--- config.mk ---
export PLATFORM = sky130hd
export DESIGN_NAME = dmc_chan_cfg
export DESIGN_NICKNAME = d
export VERILOG_FILES = /design/src/hw/dmc_pkg.sv /design/src/hw/dmc_chan_cfg.sv
export SDC_FILE = /design/constraint.sdc
export NUM_CORES = 1
export LEC_CHECK = 0
export ABC_AREA = 1
export BUFFER_PORTS_ARGS = -buffer_cell sky130_fd_sc_hd__buf_2
export CAP_MARGIN = 20
export CORE_MARGIN = 3
export CORE_UTILIZATION = 62
export DETAILED_ROUTE_END_ITERATION = 7
export PLACE_DENSITY = 0.86
export SETUP_SLACK_MARGIN = 0.5
export SLEW_MARGIN = 20
export SYNTH_ARGS = -nofsm -noshare
export SYNTH_HDL_FRONTEND = slang
export SYNTH_SLANG_ARGS = --single-unit
--- constraint.sdc ---
create_clock -name sys_clk -period 8.9 [get_ports sys_clk]
set_input_delay 0.89 -clock sys_clk [delete_from_list [all_inputs] [get_ports sys_clk]]
set_output_delay 0.89 -clock sys_clk [all_outputs]
set_load 0.02 [all_outputs]
--- src/hw/dmc_pkg.sv ---
// dmc_pkg: register map, field layout and reset values of the channel setup
`default_nettype none
package dmc_pkg;

   localparam int DMC_NCH = 4;
   localparam int DMC_CH_W = 2;
   localparam int DMC_DADDR_W = 26;

   // register indices; byte address is four times the index
   localparam logic [31:0] DMC_DLO_IDX [DMC_NCH] =
      '{32'h0FFFF084, 32'h0FFFF08C, 32'h0FFFF094, 32'h0FFFF09C};
   localparam logic [31:0] DMC_DHI_IDX [DMC_NCH] =
      '{32'h0FFFF086, 32'h0FFFF08E, 32'h0FFFF096, 32'h0FFFF09E};
   localparam logic [31:0] DMC_CNT_IDX [DMC_NCH] =
      '{32'hFFFFF0C0, 32'hFFFFF0C2, 32'hFFFFF0C4, 32'hFFFFF0C6};
   localparam logic [31:0] DMC_ADC_IDX [DMC_NCH] =
      '{32'h0FFFF0D0, 32'h0FFFF0D2, 32'hFFFFF0D4, 32'hFFFFF0D6};
   localparam logic [31:0] DMC_CTL_IDX [DMC_NCH] =
      '{32'h0FFFF0E0, 32'h0FFFF0E2, 32'h0FFFF0E4, 32'h0FFFF0E6};
   localparam logic [31:0] DMC_IST_IDX = 32'h0FFFF0F0;
   localparam logic [31:0] DMC_IMSK_IDX = 32'h0FFFF0F2;

   // upper destination word: space select and address bits 25..16
   localparam int DMC_DHI_RAM_BIT = 15;
   localparam logic [15:0] DMC_DHI_WMASK = 16'h83FF;
   // addressing control word fields
   localparam int DMC_ADC_SIZE_BIT = 14;
   localparam int DMC_ADC_SRC_LSB = 6;
   localparam int DMC_ADC_DST_LSB = 4;
   localparam logic [15:0] DMC_ADC_WMASK = 16'h40F0;
   localparam logic [1:0] DMC_STEP_BAD = 2'h3;
   // channel control byte
   localparam int DMC_CTL_ACT_BIT = 0;
   localparam int DMC_CTL_INIT_BIT = 2;
   localparam int DMC_CTL_END_BIT = 7;

   // reset values
   localparam logic [15:0] DMC_DLO_RST = 16'h0000;
   localparam logic [15:0] DMC_DHI_RST = 16'h0000;
   localparam logic [15:0] DMC_CNT_RST = 16'h0000;
   localparam logic [15:0] DMC_ADC_RST = 16'h0000;
   localparam logic [DMC_NCH-1:0] DMC_IMSK_RST = 4'h0;

   localparam logic [1:0] DMC_RESP_OKAY = 2'h0;
   localparam logic [1:0] DMC_RESP_SLVERR = 2'h2;

   typedef enum logic [2:0] {
      DMC_K_NONE, DMC_K_DLO, DMC_K_DHI, DMC_K_CNT,
      DMC_K_ADC, DMC_K_CTL, DMC_K_IST, DMC_K_IMSK
   } dmc_kind_e;

   typedef struct packed {
      dmc_kind_e kind;
      logic [DMC_CH_W-1:0] ch;
   } dmc_hit_s;

endpackage
`default_nettype wire

--- src/hw/dmc_chan_cfg.sv ---
// dmc_chan_cfg: per-channel destination, count and addressing setup
//
// Register access over AXI4-Lite was left to the implementer.
`timescale 1ns/1ps
`default_nettype none

// Summary of operation
// each channel keeps destination address bits 15..0 in its own register.
// each channel has a 16-bit count register loaded by software.
// while active the count register shows the remaining units, per unit.
// count is value plus one: 0 means one unit, all ones means 65,536.
// after terminal count the count reads back the loaded value, not zero.
// software leaves the addressing control word alone while active.
// the addressing control word is a whole 16-bit access, reset to zero.
// bit 14 picks 8/16-bit units; step fields 00 inc, 01 dec, 10 fixed.
// destination is 26 bits; upper word has bits 25..16 and a RAM select.
// four independent channels, each with its own set of registers.
// terminal count sets the end flag; reading it clears the flag.
// changing setup mid-transfer is preceded by a reinitialise write.
module dmc_chan_cfg
   import dmc_pkg::*;
(
   input wire logic sys_clk,
   input wire logic resetn,
   input wire logic [31:0] s_axi_awaddr,
   input wire logic s_axi_awvalid,
   output logic s_axi_awready,
   input wire logic [31:0] s_axi_wdata,
   input wire logic [3:0] s_axi_wstrb,
   input wire logic s_axi_wvalid,
   output logic s_axi_wready,
   output logic [1:0] s_axi_bresp,
   output logic s_axi_bvalid,
   input wire logic s_axi_bready,
   input wire logic [31:0] s_axi_araddr,
   input wire logic s_axi_arvalid,
   output logic s_axi_arready,
   output logic [31:0] s_axi_rdata,
   output logic [1:0] s_axi_rresp,
   output logic s_axi_rvalid,
   input wire logic s_axi_rready,
   input wire logic [DMC_NCH-1:0] unit_done,
   output logic [DMC_NCH-1:0] chan_active,
   output logic [DMC_NCH*DMC_DADDR_W-1:0] dest_addr,
   output logic [DMC_NCH-1:0] ram_space_sel,
   output logic [DMC_NCH-1:0] unit_size_sel,
   output logic [DMC_NCH*2-1:0] src_step,
   output logic [DMC_NCH*2-1:0] dst_step,
   output logic [DMC_NCH-1:0] transfer_end_flag,
   output logic irq
);

   // address decode shared by the read and write paths
   function automatic dmc_hit_s decode(input logic [31:0] a);
      dmc_hit_s h;
      h.kind = DMC_K_NONE;
      h.ch = '0;
      for (int i = 0; i < DMC_NCH; i++) begin
         if (a[31:2] == DMC_DLO_IDX[i][29:0]) begin
            h.kind = DMC_K_DLO;
            h.ch = DMC_CH_W'(i);
         end
         if (a[31:2] == DMC_DHI_IDX[i][29:0]) begin
            h.kind = DMC_K_DHI;
            h.ch = DMC_CH_W'(i);
         end
         if (a[31:2] == DMC_CNT_IDX[i][29:0]) begin
            h.kind = DMC_K_CNT;
            h.ch = DMC_CH_W'(i);
         end
         if (a[31:2] == DMC_ADC_IDX[i][29:0]) begin
            h.kind = DMC_K_ADC;
            h.ch = DMC_CH_W'(i);
         end
         if (a[31:2] == DMC_CTL_IDX[i][29:0]) begin
            h.kind = DMC_K_CTL;
            h.ch = DMC_CH_W'(i);
         end
      end
      if (a[31:2] == DMC_IST_IDX[29:0]) begin
         h.kind = DMC_K_IST;
      end
      if (a[31:2] == DMC_IMSK_IDX[29:0]) begin
         h.kind = DMC_K_IMSK;
      end
      return h;
   endfunction

   // byte-lane merge for the 16-bit registers
   function automatic logic [15:0] merge16(input logic [15:0] old,
         input logic [15:0] d, input logic [1:0] s);
      return {s[1] ? d[15:8] : old[15:8], s[0] ? d[7:0] : old[7:0]};
   endfunction

   logic aw_full;
   logic w_full;
   logic [31:0] aw_addr;
   logic [31:0] w_data;
   logic [3:0] w_strb;
   logic do_write;
   logic wr_ok;
   logic wr_en;
   dmc_hit_s wr_hit;
   dmc_hit_s rd_hit;
   logic rd_hs;
   logic rd_ok;
   logic [31:0] rd_word;
   logic [15:0] dlo_a [DMC_NCH];
   logic [15:0] dhi_a [DMC_NCH];
   logic [15:0] cnt_a [DMC_NCH];
   logic [15:0] adc_a [DMC_NCH];
   logic [DMC_NCH-1:0] term_v;
   logic [DMC_NCH-1:0] int_stat;
   logic [DMC_NCH-1:0] int_mask;

   // address and data are taken independently, one write at a time
   assign s_axi_awready = !aw_full && !s_axi_bvalid;
   assign s_axi_wready = !w_full && !s_axi_bvalid;
   assign do_write = aw_full && w_full && !s_axi_bvalid;
   assign wr_hit = decode(aw_addr);
   assign wr_en = do_write && wr_ok;

   always_ff @(posedge sys_clk or negedge resetn) begin
      if (!resetn) begin
         aw_full <= 1'b0;
         aw_addr <= '0;
      end else if (s_axi_awvalid && s_axi_awready) begin
         aw_full <= 1'b1;
         aw_addr <= s_axi_awaddr;
      end else if (do_write) begin
         aw_full <= 1'b0;
      end
   end

   always_ff @(posedge sys_clk or negedge resetn) begin
      if (!resetn) begin
         w_full <= 1'b0;
         w_data <= '0;
         w_strb <= '0;
      end else if (s_axi_wvalid && s_axi_wready) begin
         w_full <= 1'b1;
         w_data <= s_axi_wdata;
         w_strb <= s_axi_wstrb;
      end else if (do_write) begin
         w_full <= 1'b0;
      end
   end

   // write legality; a refused write changes nothing and answers SLVERR
   always_comb begin
      wr_ok = 1'b1;
      case (wr_hit.kind)
         DMC_K_NONE: wr_ok = 1'b0;
         DMC_K_ADC: begin
            // half-word writes and live-channel writes are refused
            wr_ok = (w_strb[1:0] == 2'b11) && !chan_active[wr_hit.ch];
            // the reserved step code never reaches the engine
            if (w_data[DMC_ADC_SRC_LSB +: 2] == DMC_STEP_BAD ||
                  w_data[DMC_ADC_DST_LSB +: 2] == DMC_STEP_BAD) begin
               wr_ok = 1'b0;
            end
         end
         DMC_K_CTL: wr_ok = w_strb[0];
         DMC_K_IST: wr_ok = w_strb[0];
         DMC_K_IMSK: wr_ok = w_strb[0];
         default: wr_ok = 1'b1;
      endcase
   end

   // write response, held until the master takes it
   always_ff @(posedge sys_clk or negedge resetn) begin
      if (!resetn) begin
         s_axi_bvalid <= 1'b0;
         s_axi_bresp <= DMC_RESP_OKAY;
      end else if (do_write) begin
         s_axi_bvalid <= 1'b1;
         s_axi_bresp <= wr_ok ? DMC_RESP_OKAY : DMC_RESP_SLVERR;
      end else if (s_axi_bready) begin
         s_axi_bvalid <= 1'b0;
      end
   end

   // four identical channels, each with its own register set
   for (genvar g = 0; g < DMC_NCH; g++) begin : g_ch
      logic sel;
      logic init;
      logic [15:0] dlo;
      logic [15:0] dhi;
      logic [15:0] cnt;
      logic [15:0] cnt_ld;
      logic [15:0] adc;
      logic act;
      logic endf;
      logic rd_clr;

      assign sel = wr_en && (wr_hit.ch == DMC_CH_W'(g));
      assign init = sel && wr_hit.kind == DMC_K_CTL &&
         w_data[DMC_CTL_INIT_BIT];
      // last unit: the counter already stood at zero
      assign term_v[g] = act && unit_done[g] && (cnt == 16'h0000);
      assign rd_clr = rd_hs && rd_hit.kind == DMC_K_CTL &&
         rd_hit.ch == DMC_CH_W'(g);

      // destination address halves
      always_ff @(posedge sys_clk or negedge resetn) begin
         if (!resetn) begin
            dlo <= DMC_DLO_RST;
         end else if (sel && wr_hit.kind == DMC_K_DLO) begin
            dlo <= merge16(dlo, w_data[15:0], w_strb[1:0]);
         end
      end

      always_ff @(posedge sys_clk or negedge resetn) begin
         if (!resetn) begin
            dhi <= DMC_DHI_RST;
         end else if (sel && wr_hit.kind == DMC_K_DHI) begin
            dhi <= merge16(dhi, w_data[15:0], w_strb[1:0]) &
               DMC_DHI_WMASK;
         end
      end

      // counter keeps a copy of the load so it can read it back later
      always_ff @(posedge sys_clk or negedge resetn) begin
         if (!resetn) begin
            cnt <= DMC_CNT_RST;
            cnt_ld <= DMC_CNT_RST;
         end else if (sel && wr_hit.kind == DMC_K_CNT) begin
            cnt <= merge16(cnt, w_data[15:0], w_strb[1:0]);
            cnt_ld <= merge16(cnt, w_data[15:0], w_strb[1:0]);
         end else if (init) begin
            cnt <= cnt_ld;
         end else if (term_v[g]) begin
            cnt <= cnt_ld;
         end else if (act && unit_done[g]) begin
            cnt <= cnt - 16'h0001;
         end
      end

      // addressing control, whole-word only and zero after reset
      always_ff @(posedge sys_clk or negedge resetn) begin
         if (!resetn) begin
            adc <= DMC_ADC_RST;
         end else if (sel && wr_hit.kind == DMC_K_ADC) begin
            adc <= w_data[15:0] & DMC_ADC_WMASK;
         end
      end

      // run state: reinitialise stops the channel and rewinds the count
      always_ff @(posedge sys_clk or negedge resetn) begin
         if (!resetn) begin
            act <= 1'b0;
         end else if (init) begin
            act <= 1'b0;
         end else if (sel && wr_hit.kind == DMC_K_CTL) begin
            act <= w_data[DMC_CTL_ACT_BIT];
         end else if (term_v[g]) begin
            act <= 1'b0;
         end
      end

      // end flag: a terminal count in the read cycle still sets it
      always_ff @(posedge sys_clk or negedge resetn) begin
         if (!resetn) begin
            endf <= 1'b0;
         end else if (term_v[g]) begin
            endf <= 1'b1;
         end else if (rd_clr) begin
            endf <= 1'b0;
         end
      end

      assign dlo_a[g] = dlo;
      assign dhi_a[g] = dhi;
      assign cnt_a[g] = cnt;
      assign adc_a[g] = adc;
      assign chan_active[g] = act;
      assign transfer_end_flag[g] = endf;
      assign dest_addr[g*DMC_DADDR_W +: DMC_DADDR_W] = {dhi[9:0], dlo};
      assign ram_space_sel[g] = dhi[DMC_DHI_RAM_BIT];
      assign unit_size_sel[g] = adc[DMC_ADC_SIZE_BIT];
      assign src_step[g*2 +: 2] = adc[DMC_ADC_SRC_LSB +: 2];
      assign dst_step[g*2 +: 2] = adc[DMC_ADC_DST_LSB +: 2];
   end

   // interrupt status: set wins over a write-one clear
   always_ff @(posedge sys_clk or negedge resetn) begin
      if (!resetn) begin
         int_stat <= '0;
      end else if (wr_en && wr_hit.kind == DMC_K_IST) begin
         int_stat <= (int_stat & ~w_data[DMC_NCH-1:0]) | term_v;
      end else begin
         int_stat <= int_stat | term_v;
      end
   end

   always_ff @(posedge sys_clk or negedge resetn) begin
      if (!resetn) begin
         int_mask <= DMC_IMSK_RST;
      end else if (wr_en && wr_hit.kind == DMC_K_IMSK) begin
         int_mask <= w_data[DMC_NCH-1:0];
      end
   end

   // registered so the line is glitch free; lags status by one cycle
   always_ff @(posedge sys_clk or negedge resetn) begin
      if (!resetn) begin
         irq <= 1'b0;
      end else begin
         irq <= |(int_stat & int_mask);
      end
   end

   // read path: one read at a time, data held until rready
   assign s_axi_arready = !s_axi_rvalid;
   assign rd_hs = s_axi_arvalid && s_axi_arready;
   assign rd_hit = decode(s_axi_araddr);

   always_comb begin
      rd_word = '0;
      rd_ok = 1'b1;
      case (rd_hit.kind)
         DMC_K_DLO: rd_word[15:0] = dlo_a[rd_hit.ch];
         DMC_K_DHI: rd_word[15:0] = dhi_a[rd_hit.ch];
         DMC_K_CNT: rd_word[15:0] = cnt_a[rd_hit.ch];
         DMC_K_ADC: begin
            // a live channel's control word is not shown
            rd_ok = !chan_active[rd_hit.ch];
            rd_word[15:0] = rd_ok ? adc_a[rd_hit.ch] : 16'h0000;
         end
         DMC_K_CTL: begin
            rd_word[DMC_CTL_END_BIT] = transfer_end_flag[rd_hit.ch];
            rd_word[DMC_CTL_ACT_BIT] = chan_active[rd_hit.ch];
         end
         DMC_K_IST: rd_word[DMC_NCH-1:0] = int_stat;
         DMC_K_IMSK: rd_word[DMC_NCH-1:0] = int_mask;
         default: rd_ok = 1'b0;
      endcase
   end

   always_ff @(posedge sys_clk or negedge resetn) begin
      if (!resetn) begin
         s_axi_rvalid <= 1'b0;
         s_axi_rdata <= '0;
         s_axi_rresp <= DMC_RESP_OKAY;
      end else if (rd_hs) begin
         s_axi_rvalid <= 1'b1;
         s_axi_rdata <= rd_word;
         s_axi_rresp <= rd_ok ? DMC_RESP_OKAY : DMC_RESP_SLVERR;
      end else if (s_axi_rready) begin
         s_axi_rvalid <= 1'b0;
      end
   end

endmodule

`default_nettype wire

==> run summary, run 1 <==
Outcome: finished clean
# IOs: 289
Final Setup Violations: 0
Critical path buffers and inverters: 2
CTS root buf: clkbuf_16
DRT antenna net count: 0
Pleak: 11.76 nW
Synth cell types: 47
Initial antenna violation count: 5
Sum Neg Setup Slack: 0 ns
CP arrival: 5.51 ns
Post-CTS Setup Repair Bufs: 0
Yosys top cell by area: dfrtp_1
FF-to-FF End: g_ch[0].cnt[5]
CTS sink cnt: 343
Clock Latency Late Sink: 0.54 ns
Worst Path Required: 9.31 ns
Reg2Reg Depth: 20
Commonest non-fill, non-tap cell in the layout: nand2_1
CP Launch Type: register
Hold-fix buffers, CTS: 0
Largest net degree at the start of global routing: 153
Vias/cell: 6.149
Max Freq: 0.1960 GHz
Wirelength per Cell: 20.16 um
Drc violations: 0
Seq/Total Area, Yosys: 44.66%
Max cap viols: 0
Final WL: 65830 um
PwrDens: 199.1 nW/um^2
Synth top area share: 44.66%
Rows: 63
Worst r2r src: aw_addr[11]
Clock Tree Buf Depth: 3
H-tree levels: 2
Port bufs: 248
Peak VDD IR: 0.0002564 V
Core Util, Final: 72.88%
RSZ-0062 raised after global routing: false
CP max-delay cell: nand4_1
Starting Density: 63.82%
Synthesized area: 19220 sq um
Area delta synth->final: 14.19%
Filler cells: 2366
Vias post-DR: 20.08k
HPWL after DPL: 45990 um
#FFs+latches synth: 343
Hold Crit Class: in2async
Die area: 33150 sq um
Final Power: 0.004369 W
Minimum clock period: 5.101 ns
Slew @ Worst Pin: 1.052 ns
Clk pin slew, worst setup/hold paths: 0.06 ns
Crit-path max cell delay: 0.86 ns
Crit-path leading delay family: simple AND/OR/NAND/NOR gates
Final Net Count: 2959
First-pass GRT wire length: 103500 um
CP endpoint kind: register
Global Route Usage Sum: 38.94%
TritonCTS clock tree: built
Die W: 182.1 um
Final clock skew: 0.01929 ns
Final Hold Viols: 0
Most frequent CP cell: nor2_1
Post-CTS Resized: 0
GRT overflow: 0
Crit-path cells: inv_1 > nand2_1 > nor2_1 > nand2_1 > nor2_1 > nand3_1 > o21ai_0 > inv_1 > nand2_1 > nor2_1 > nand3_1 > nand2_1 > nor2_1 > nand3_1 > a21oi_4 > nand4_1 > nand4_2 > nand2_1 > nor2_1 > nor2_1
Initial DRC count: 2345
Yosys Warn Count: 0
Fin crit share: 57.32%
Initial DRT Pass Iterations: 7
Worst-path maximum fanout: 25
Final Max Slew Viols: 0
Area contributors post-synth: dfrtp_1 (45%), nand2_1 (16%), o21ai_0 (6.2%)
Core ar.: 30110 sq um
R2R Setup Slk: 3.80 ns
CP Class: reg2reg
Share of cells above drive strength 1: 13.51%
Syn avg cell area: 7.285 sq um
Synth Instances: 2638
WHS: 0.3789 ns
Worst slew margin: 29.58%
Number of global-route vias before repair: 19.20k
Routability cong.: 1.040
CTS Buf Count: 38
Die Y: 182.1 um
Most frequent cells in the layout: nand2_1 (806), dfrtp_1 (343), inv_1 (286)
[layout make-up]
type,instances,area (sq um),share of cell area [%]
multi-input combinational,1904,9001,41.01
sequential,343,8583,39.11
timing repair buffer,266,1406,6.408
clock buffer,55,1146,5.222
inverter,291,1092,4.977
tap,390,488.0,2.223
clock inverter,14,224.0,1.021
antenna,2,5.005,0.02281
[how the worst max path moves through the flow]
| stage | start | end | slack (ns) | cells after the start |
|---|---|---|---|---|
| CTS | aw_addr[11] | g_ch[0].cnt[5] | 4.01 | 20 |
| global placement | aw_addr[10] | g_ch[1].cnt[9] | 4.10 | 20 |
| global route | aw_addr[10] | g_ch[1].cnt[3] | 3.49 | 21 |
| floorplan | s_axi_araddr[11] | s_axi_rdata[14] | 5.59 | 13 |
| finish | aw_addr[11] | g_ch[0].cnt[5] | 3.80 | 20 |
| detailed placement | aw_addr[11] | g_ch[1].cnt[2] | 4.05 | 20 |
[flip-flops by register name, indices dropped and copies added, names as in the netlist, 2 cells and up]
| register | flops |
|---|---|
| int_stat | 4 |
| g_ch.adc | 20 |
| g_ch.cnt | 64 |
| g_ch.cnt_ld | 64 |
| s_axi_rdata | 16 |
| g_ch.dhi | 44 |
| aw_addr | 30 |
| g_ch.dlo | 64 |
| int_mask | 4 |
| g_ch.endf | 4 |
| w_strb | 2 |
| g_ch.act | 4 |
| w_data | 16 |
[stage by stage]
| stage | instances | setup WS (ns) | cell area, sq um |
|---|---|---|---|
| after CTS | 3261 | 4.013 | 21920 |
| after global placement | 3192 | 4.101 | 20550 |
| after floorplan | 2655 | 5.589 | 19280 |
| after global routing | 3264 | 3.495 | 21940 |
| final | 3265 | 3.799 | 21950 |
| after detailed placement | 3192 | 4.054 | 20550 |
[Yosys cell counts, drive strengths merged]
master	number
o31ai	2
o2111ai	3
mux2	34
nand4	117
a22oi	10
o22ai	9
nor2	240
nor3	40
conb	1
xor2	30
nand3	184
nor4	8
o21ai	240
or4	1
dfrtp	343
a211oi	1
o2bb2ai	1
o211ai	8
buf	63
clkbuf	54
nand3b	1
nand2	808
ha	4
a31oi	1
mux2i	3
clkinv	2
a221oi	11
a21oi	114
a21o	1
o221ai	8
and3b	1
or2	2
inv	289
xnor2	4
[layer usage]
| metal | global-route usage (%) | wire [um] |
|---|---|---|
| met4 | 20.20 | 3852 |
| met3 | 9.926 | 8011 |
| met2 | 60.34 | 29580 |
| met5 | 0 | 48 |
| met1 | 50.85 | 24340 |
[report_power, final]
group | internal (W) | total, W | switching (W)
logic | 0.000215 | 0.000845 | 0.000630
registers | 0.00169 | 0.00182 | 0.000128
clock network | 0.00104 | 0.00170 | 0.000660
total | 0.00295 | 0.00437 | 0.00142
[kinds of logic (layout without fill, tap and decap cells)]
group | count (synthesis) | after routing | synth area share, %
AOI/OAI and AO/OA | 409 | 409 | 11.55
and+or+nand+nor | 1402 | 1402 | 30.95
buffers and inverters | 408 | 626 | 8.861
xor gates and xnor gates | 34 | 34 | 1.549
other | 1 | 20 | 0.01951
DFF | 343 | 343 | 44.66
adders and majority gates | 4 | 4 | 0.2604
muxes | 37 | 37 | 2.148
Note: power is estimated with default switching activity, not from simulation.
==> inputs of run 2 (changes only) <==
Settings changed: ABC_AREA 1 to 0, CORE_UTILIZATION 62 to 52, PLACE_DENSITY 0.86 to 0.77.
Clock period 8.9 ns to 4.6 ns, I/O delays scaled along.
==> run 2 against run 1 <==
  * Fmax rose by 25%
  * Highest routed layer unchanged
  * Power is 110% higher
  * Combinational power up 150%
  * Largest cell class unchanged
  * The flow now finishes with violations (design-rule violations, negative hold slack)
  * Design area down 0.47%
  * Synthesized area is 1.6% lower
  * Count of clock-buffer cells in the layout fell by 1
  * Setup slack worse by 3.3 ns
==> run summary, run 2 <==
Max Used Layer: met5
CP arrival: 4.58 ns (-0.93 ns)
Final Setup Violations: 0 (unchanged)
Drc violations: 6 (+6)
Vias post-DR: 17.46k (-13%)
Filler cells: 3029 (+28%)
Final clock skew: 0.02252 ns (+0.003233 ns)
Clock Latency Late Sink: 0.56 ns (+0.02 ns)
Commonest non-fill, non-tap cell in the layout: dfrtp_1
Final Hold Viols: 44 (+44)
CP Launch Type: register
Met2 wire length: 29510 um (-0.21%)
Finished Cell Area: 21840 sq um (-0.47%)
Yosys top cell by area: dfrtp_1
Top flop regs: g_ch.cnt: 64 flops, g_ch.cnt_ld: 64 flops, g_ch.dlo: 64 flops
Minimum clock period: 4.095 ns (-1.006 ns)
Yosys Warn Count: 0 (unchanged)
Most frequent cells in the layout: dfrtp_1 (343), buf_2 (247), mux2_2 (179)
RSZ-0062 raised after global routing: true
Number of global-route vias before repair: 16.70k (-13%)
#FFs+latches synth: 343 (unchanged)
Initial DRC count: 2185 (-6.8%)
GRT overflow: 0 (unchanged)
Initial DRT Pass Iterations: 8 (+1)
Rows: 69 (+9.5%)
Most frequent cell after synthesis: dfrtp_1
Most common flop cell mapped by yosys: dfrtp_1
Hold Crit Class: in2async
Area delta synth->final: 15.49%
Largest net degree at the start of global routing: 99 (-35%)
Seq/Total Area, Yosys: 45.38% (+0.72 points)
Worst Path Required: 5.08 ns (-4.23 ns)
Peak VDD IR: 0.0004357 V (+70%)
Fin crit share: 89.02% (+32 points)
CP Class: reg2reg
Post-placement worst setup slack: 0.5347 ns (-3.519 ns)
Clock Tree Buf Depth: 3 (unchanged)
Pleak: 10.13 nW (-14%)
Sum Neg Setup Slack: 0 ns (unchanged)
Wirelength per Cell: 25.33 um (+26%)
Async SR Flop Fraction: 100.0% (unchanged)
TritonCTS clock tree: built
# IOs: 289 (unchanged)
Die Y: 196.7 um (+8.0%)
Syn avg cell area: 9.939 sq um (+36%)
Slew @ Worst Pin: 1.158 ns (+0.1057 ns)
Worst slew margin: 22.79% (-6.8 points)
Worst-path maximum fanout: 10 (-60%)
CTS root buf: clkbuf_16
Synth cell types: 91 (+94%)
Routability cong.: 0.9624 (-7.4%)
CTS Buf Count: 38 (unchanged)
Starting Density: 52.92% (-11 points)
CTS sink cnt: 343 (unchanged)
Final Max Slew Viols: 0 (unchanged)
Placed inst area: 20570 sq um (+0.12%)
Core Util, Final: 61.11% (-12 points)
Post-synth EDFFs: 0 (unchanged)
Synthesized area: 18910 sq um (-1.6%)
Final WL: 65880 um (about the same)
Failing checks: design-rule violations, negative hold slack
Max Freq: 0.2442 GHz (+25%)
Vias/cell: 6.714 (+9.2%)
Synth top area share: 45.38% (+0.72 points)
First-pass GRT wire length: 99830 um (-3.5%)
M1 wire length: 25970 um (+6.7%)
Area contributors post-synth: dfrtp_1 (45%), mux2_2 (11%), nand2_1 (3.4%)
Max cap viols: 0 (unchanged)
Synth Instances: 1903 (-28%)
Outcome: finished with violations
Core ar.: 35740 sq um (+19%)
WHS: -0.05177 ns (-0.4307 ns)
Global Route Usage Sum: 32.97% (-6.0 points)
Die W: 196.7 um (+8.0%)
PwrDens: 419.4 nW/um^2 (+110%)
Wire length on met3: 7503 um (-6.3%)
Final Power: 0.009160 W (+110%)
Die area: 38690 sq um (+17%)
Post-synth top cells: dfrtp_1 (343), mux2_2 (179), nand2_1 (172)
Port bufs: 248 (unchanged)
Initial antenna violation count: 3 (-2)
Final Net Count: 2224 (-25%)
DRT antenna net count: 0 (unchanged)
H-tree levels: 2 (unchanged)
Share of cells above drive strength 1: 27.50% (+14 points)
Worst setup margin: 0.5051 ns (-3.294 ns)
CP endpoint kind: register
HPWL after DPL: 46710 um (+1.6%)
Clk pin slew, worst setup/hold paths: 0.06 ns (about the same)
==> run 2: final cells by class <==
type	instances	area (sq um)	share of cell area [%]
Antenna cell	2	5.005	0.02291
Clock buffer	54	1091	4.995
Clock inverter	15	152.6	0.6989
Inverter	33	123.9	0.5671
Multi-Input combinational cell	1388	9605	43.98
Sequential cell	343	8583	39.30
Tap cell	461	576.8	2.641
Timing Repair Buffer	305	1704	7.802
==> run 2: power by group <==
part | leakage [nW] | internal [W] | switching, W
registers | 4.52 | 0.00334 | 0.000658
logic | 5.00 | 0.000818 | 0.00127
clock network | 0.611 | 0.00178 | 0.00130
total | 10.1 | 0.00593 | 0.00323
==> run 2: worst paths after layout <==
check | from | to | slack [ns] | cells past startpoint
min in group sys_clk | s_axi_rready | s_axi_rvalid | 0.09 | 2
hold reg to reg | g_ch[2].cnt_ld[11] | g_ch[2].cnt_ld[11] | 0.48 | 2
max in group asynchronous | resetn | g_ch[0].cnt[6] | 3.49 | 2
hold / removal | resetn | g_ch[2].cnt_ld[4] | -0.05 | 1
setup reg to reg | aw_addr[11] | g_ch[3].cnt[0] | 0.51 | 8
setup / recovery | aw_addr[11] | g_ch[3].cnt[0] | 0.51 | 8
==> run 2: routing by layer <==
metal  up-vias  track usage, %
met5         -               0
met4         2           12.94
met3       195           6.940
met2      1085           50.47
met1      8649           46.38
li1       7533               -
==> run 2: logic make-up after synthesis <==
group,after synthesis,synth area share (%)
AND/OR/NAND/NOR,615,16.61
AO/OA/AOI/OAI,515,19.70
flip-flops,343,45.38
multiplexers,217,12.69
buffers and inverters,189,4.452
XOR/XNOR,19,0.8799
adder cells (fa/ha/maj),4,0.2646
other,1,0.01983
==> run 2: worst max-delay path: stages, from the launching register on <==
cell and delay [ns]:
dfrtp_1 0.37, or4b_4 0.55, or4_1 0.80, or3_1 0.53, nand2_1 0.20, o2111ai_1 0.30
a22oi_1 0.80, o22ai_1 0.18, o21ba_2 0.30
==> run 2: metrics by stage <==
stage          cells  hold WS (ns)
2_1_floorplan   1920        0.1644
3_3_place_gp    2530        0.4443
3_5_place_dp    2530        0.4684
4_1_cts         2599      0.002121
5_1_grt         2600       0.01934
6_report        2601      -0.05177
==> run 2: what timing repair did <==
item                                    CTS  global route
gates resized for setup                   0             6
setup buffers                             0             0
endpoints found under the setup margin    0            23
hold endpoints to repair                  0             0
hold buffers                              0             0
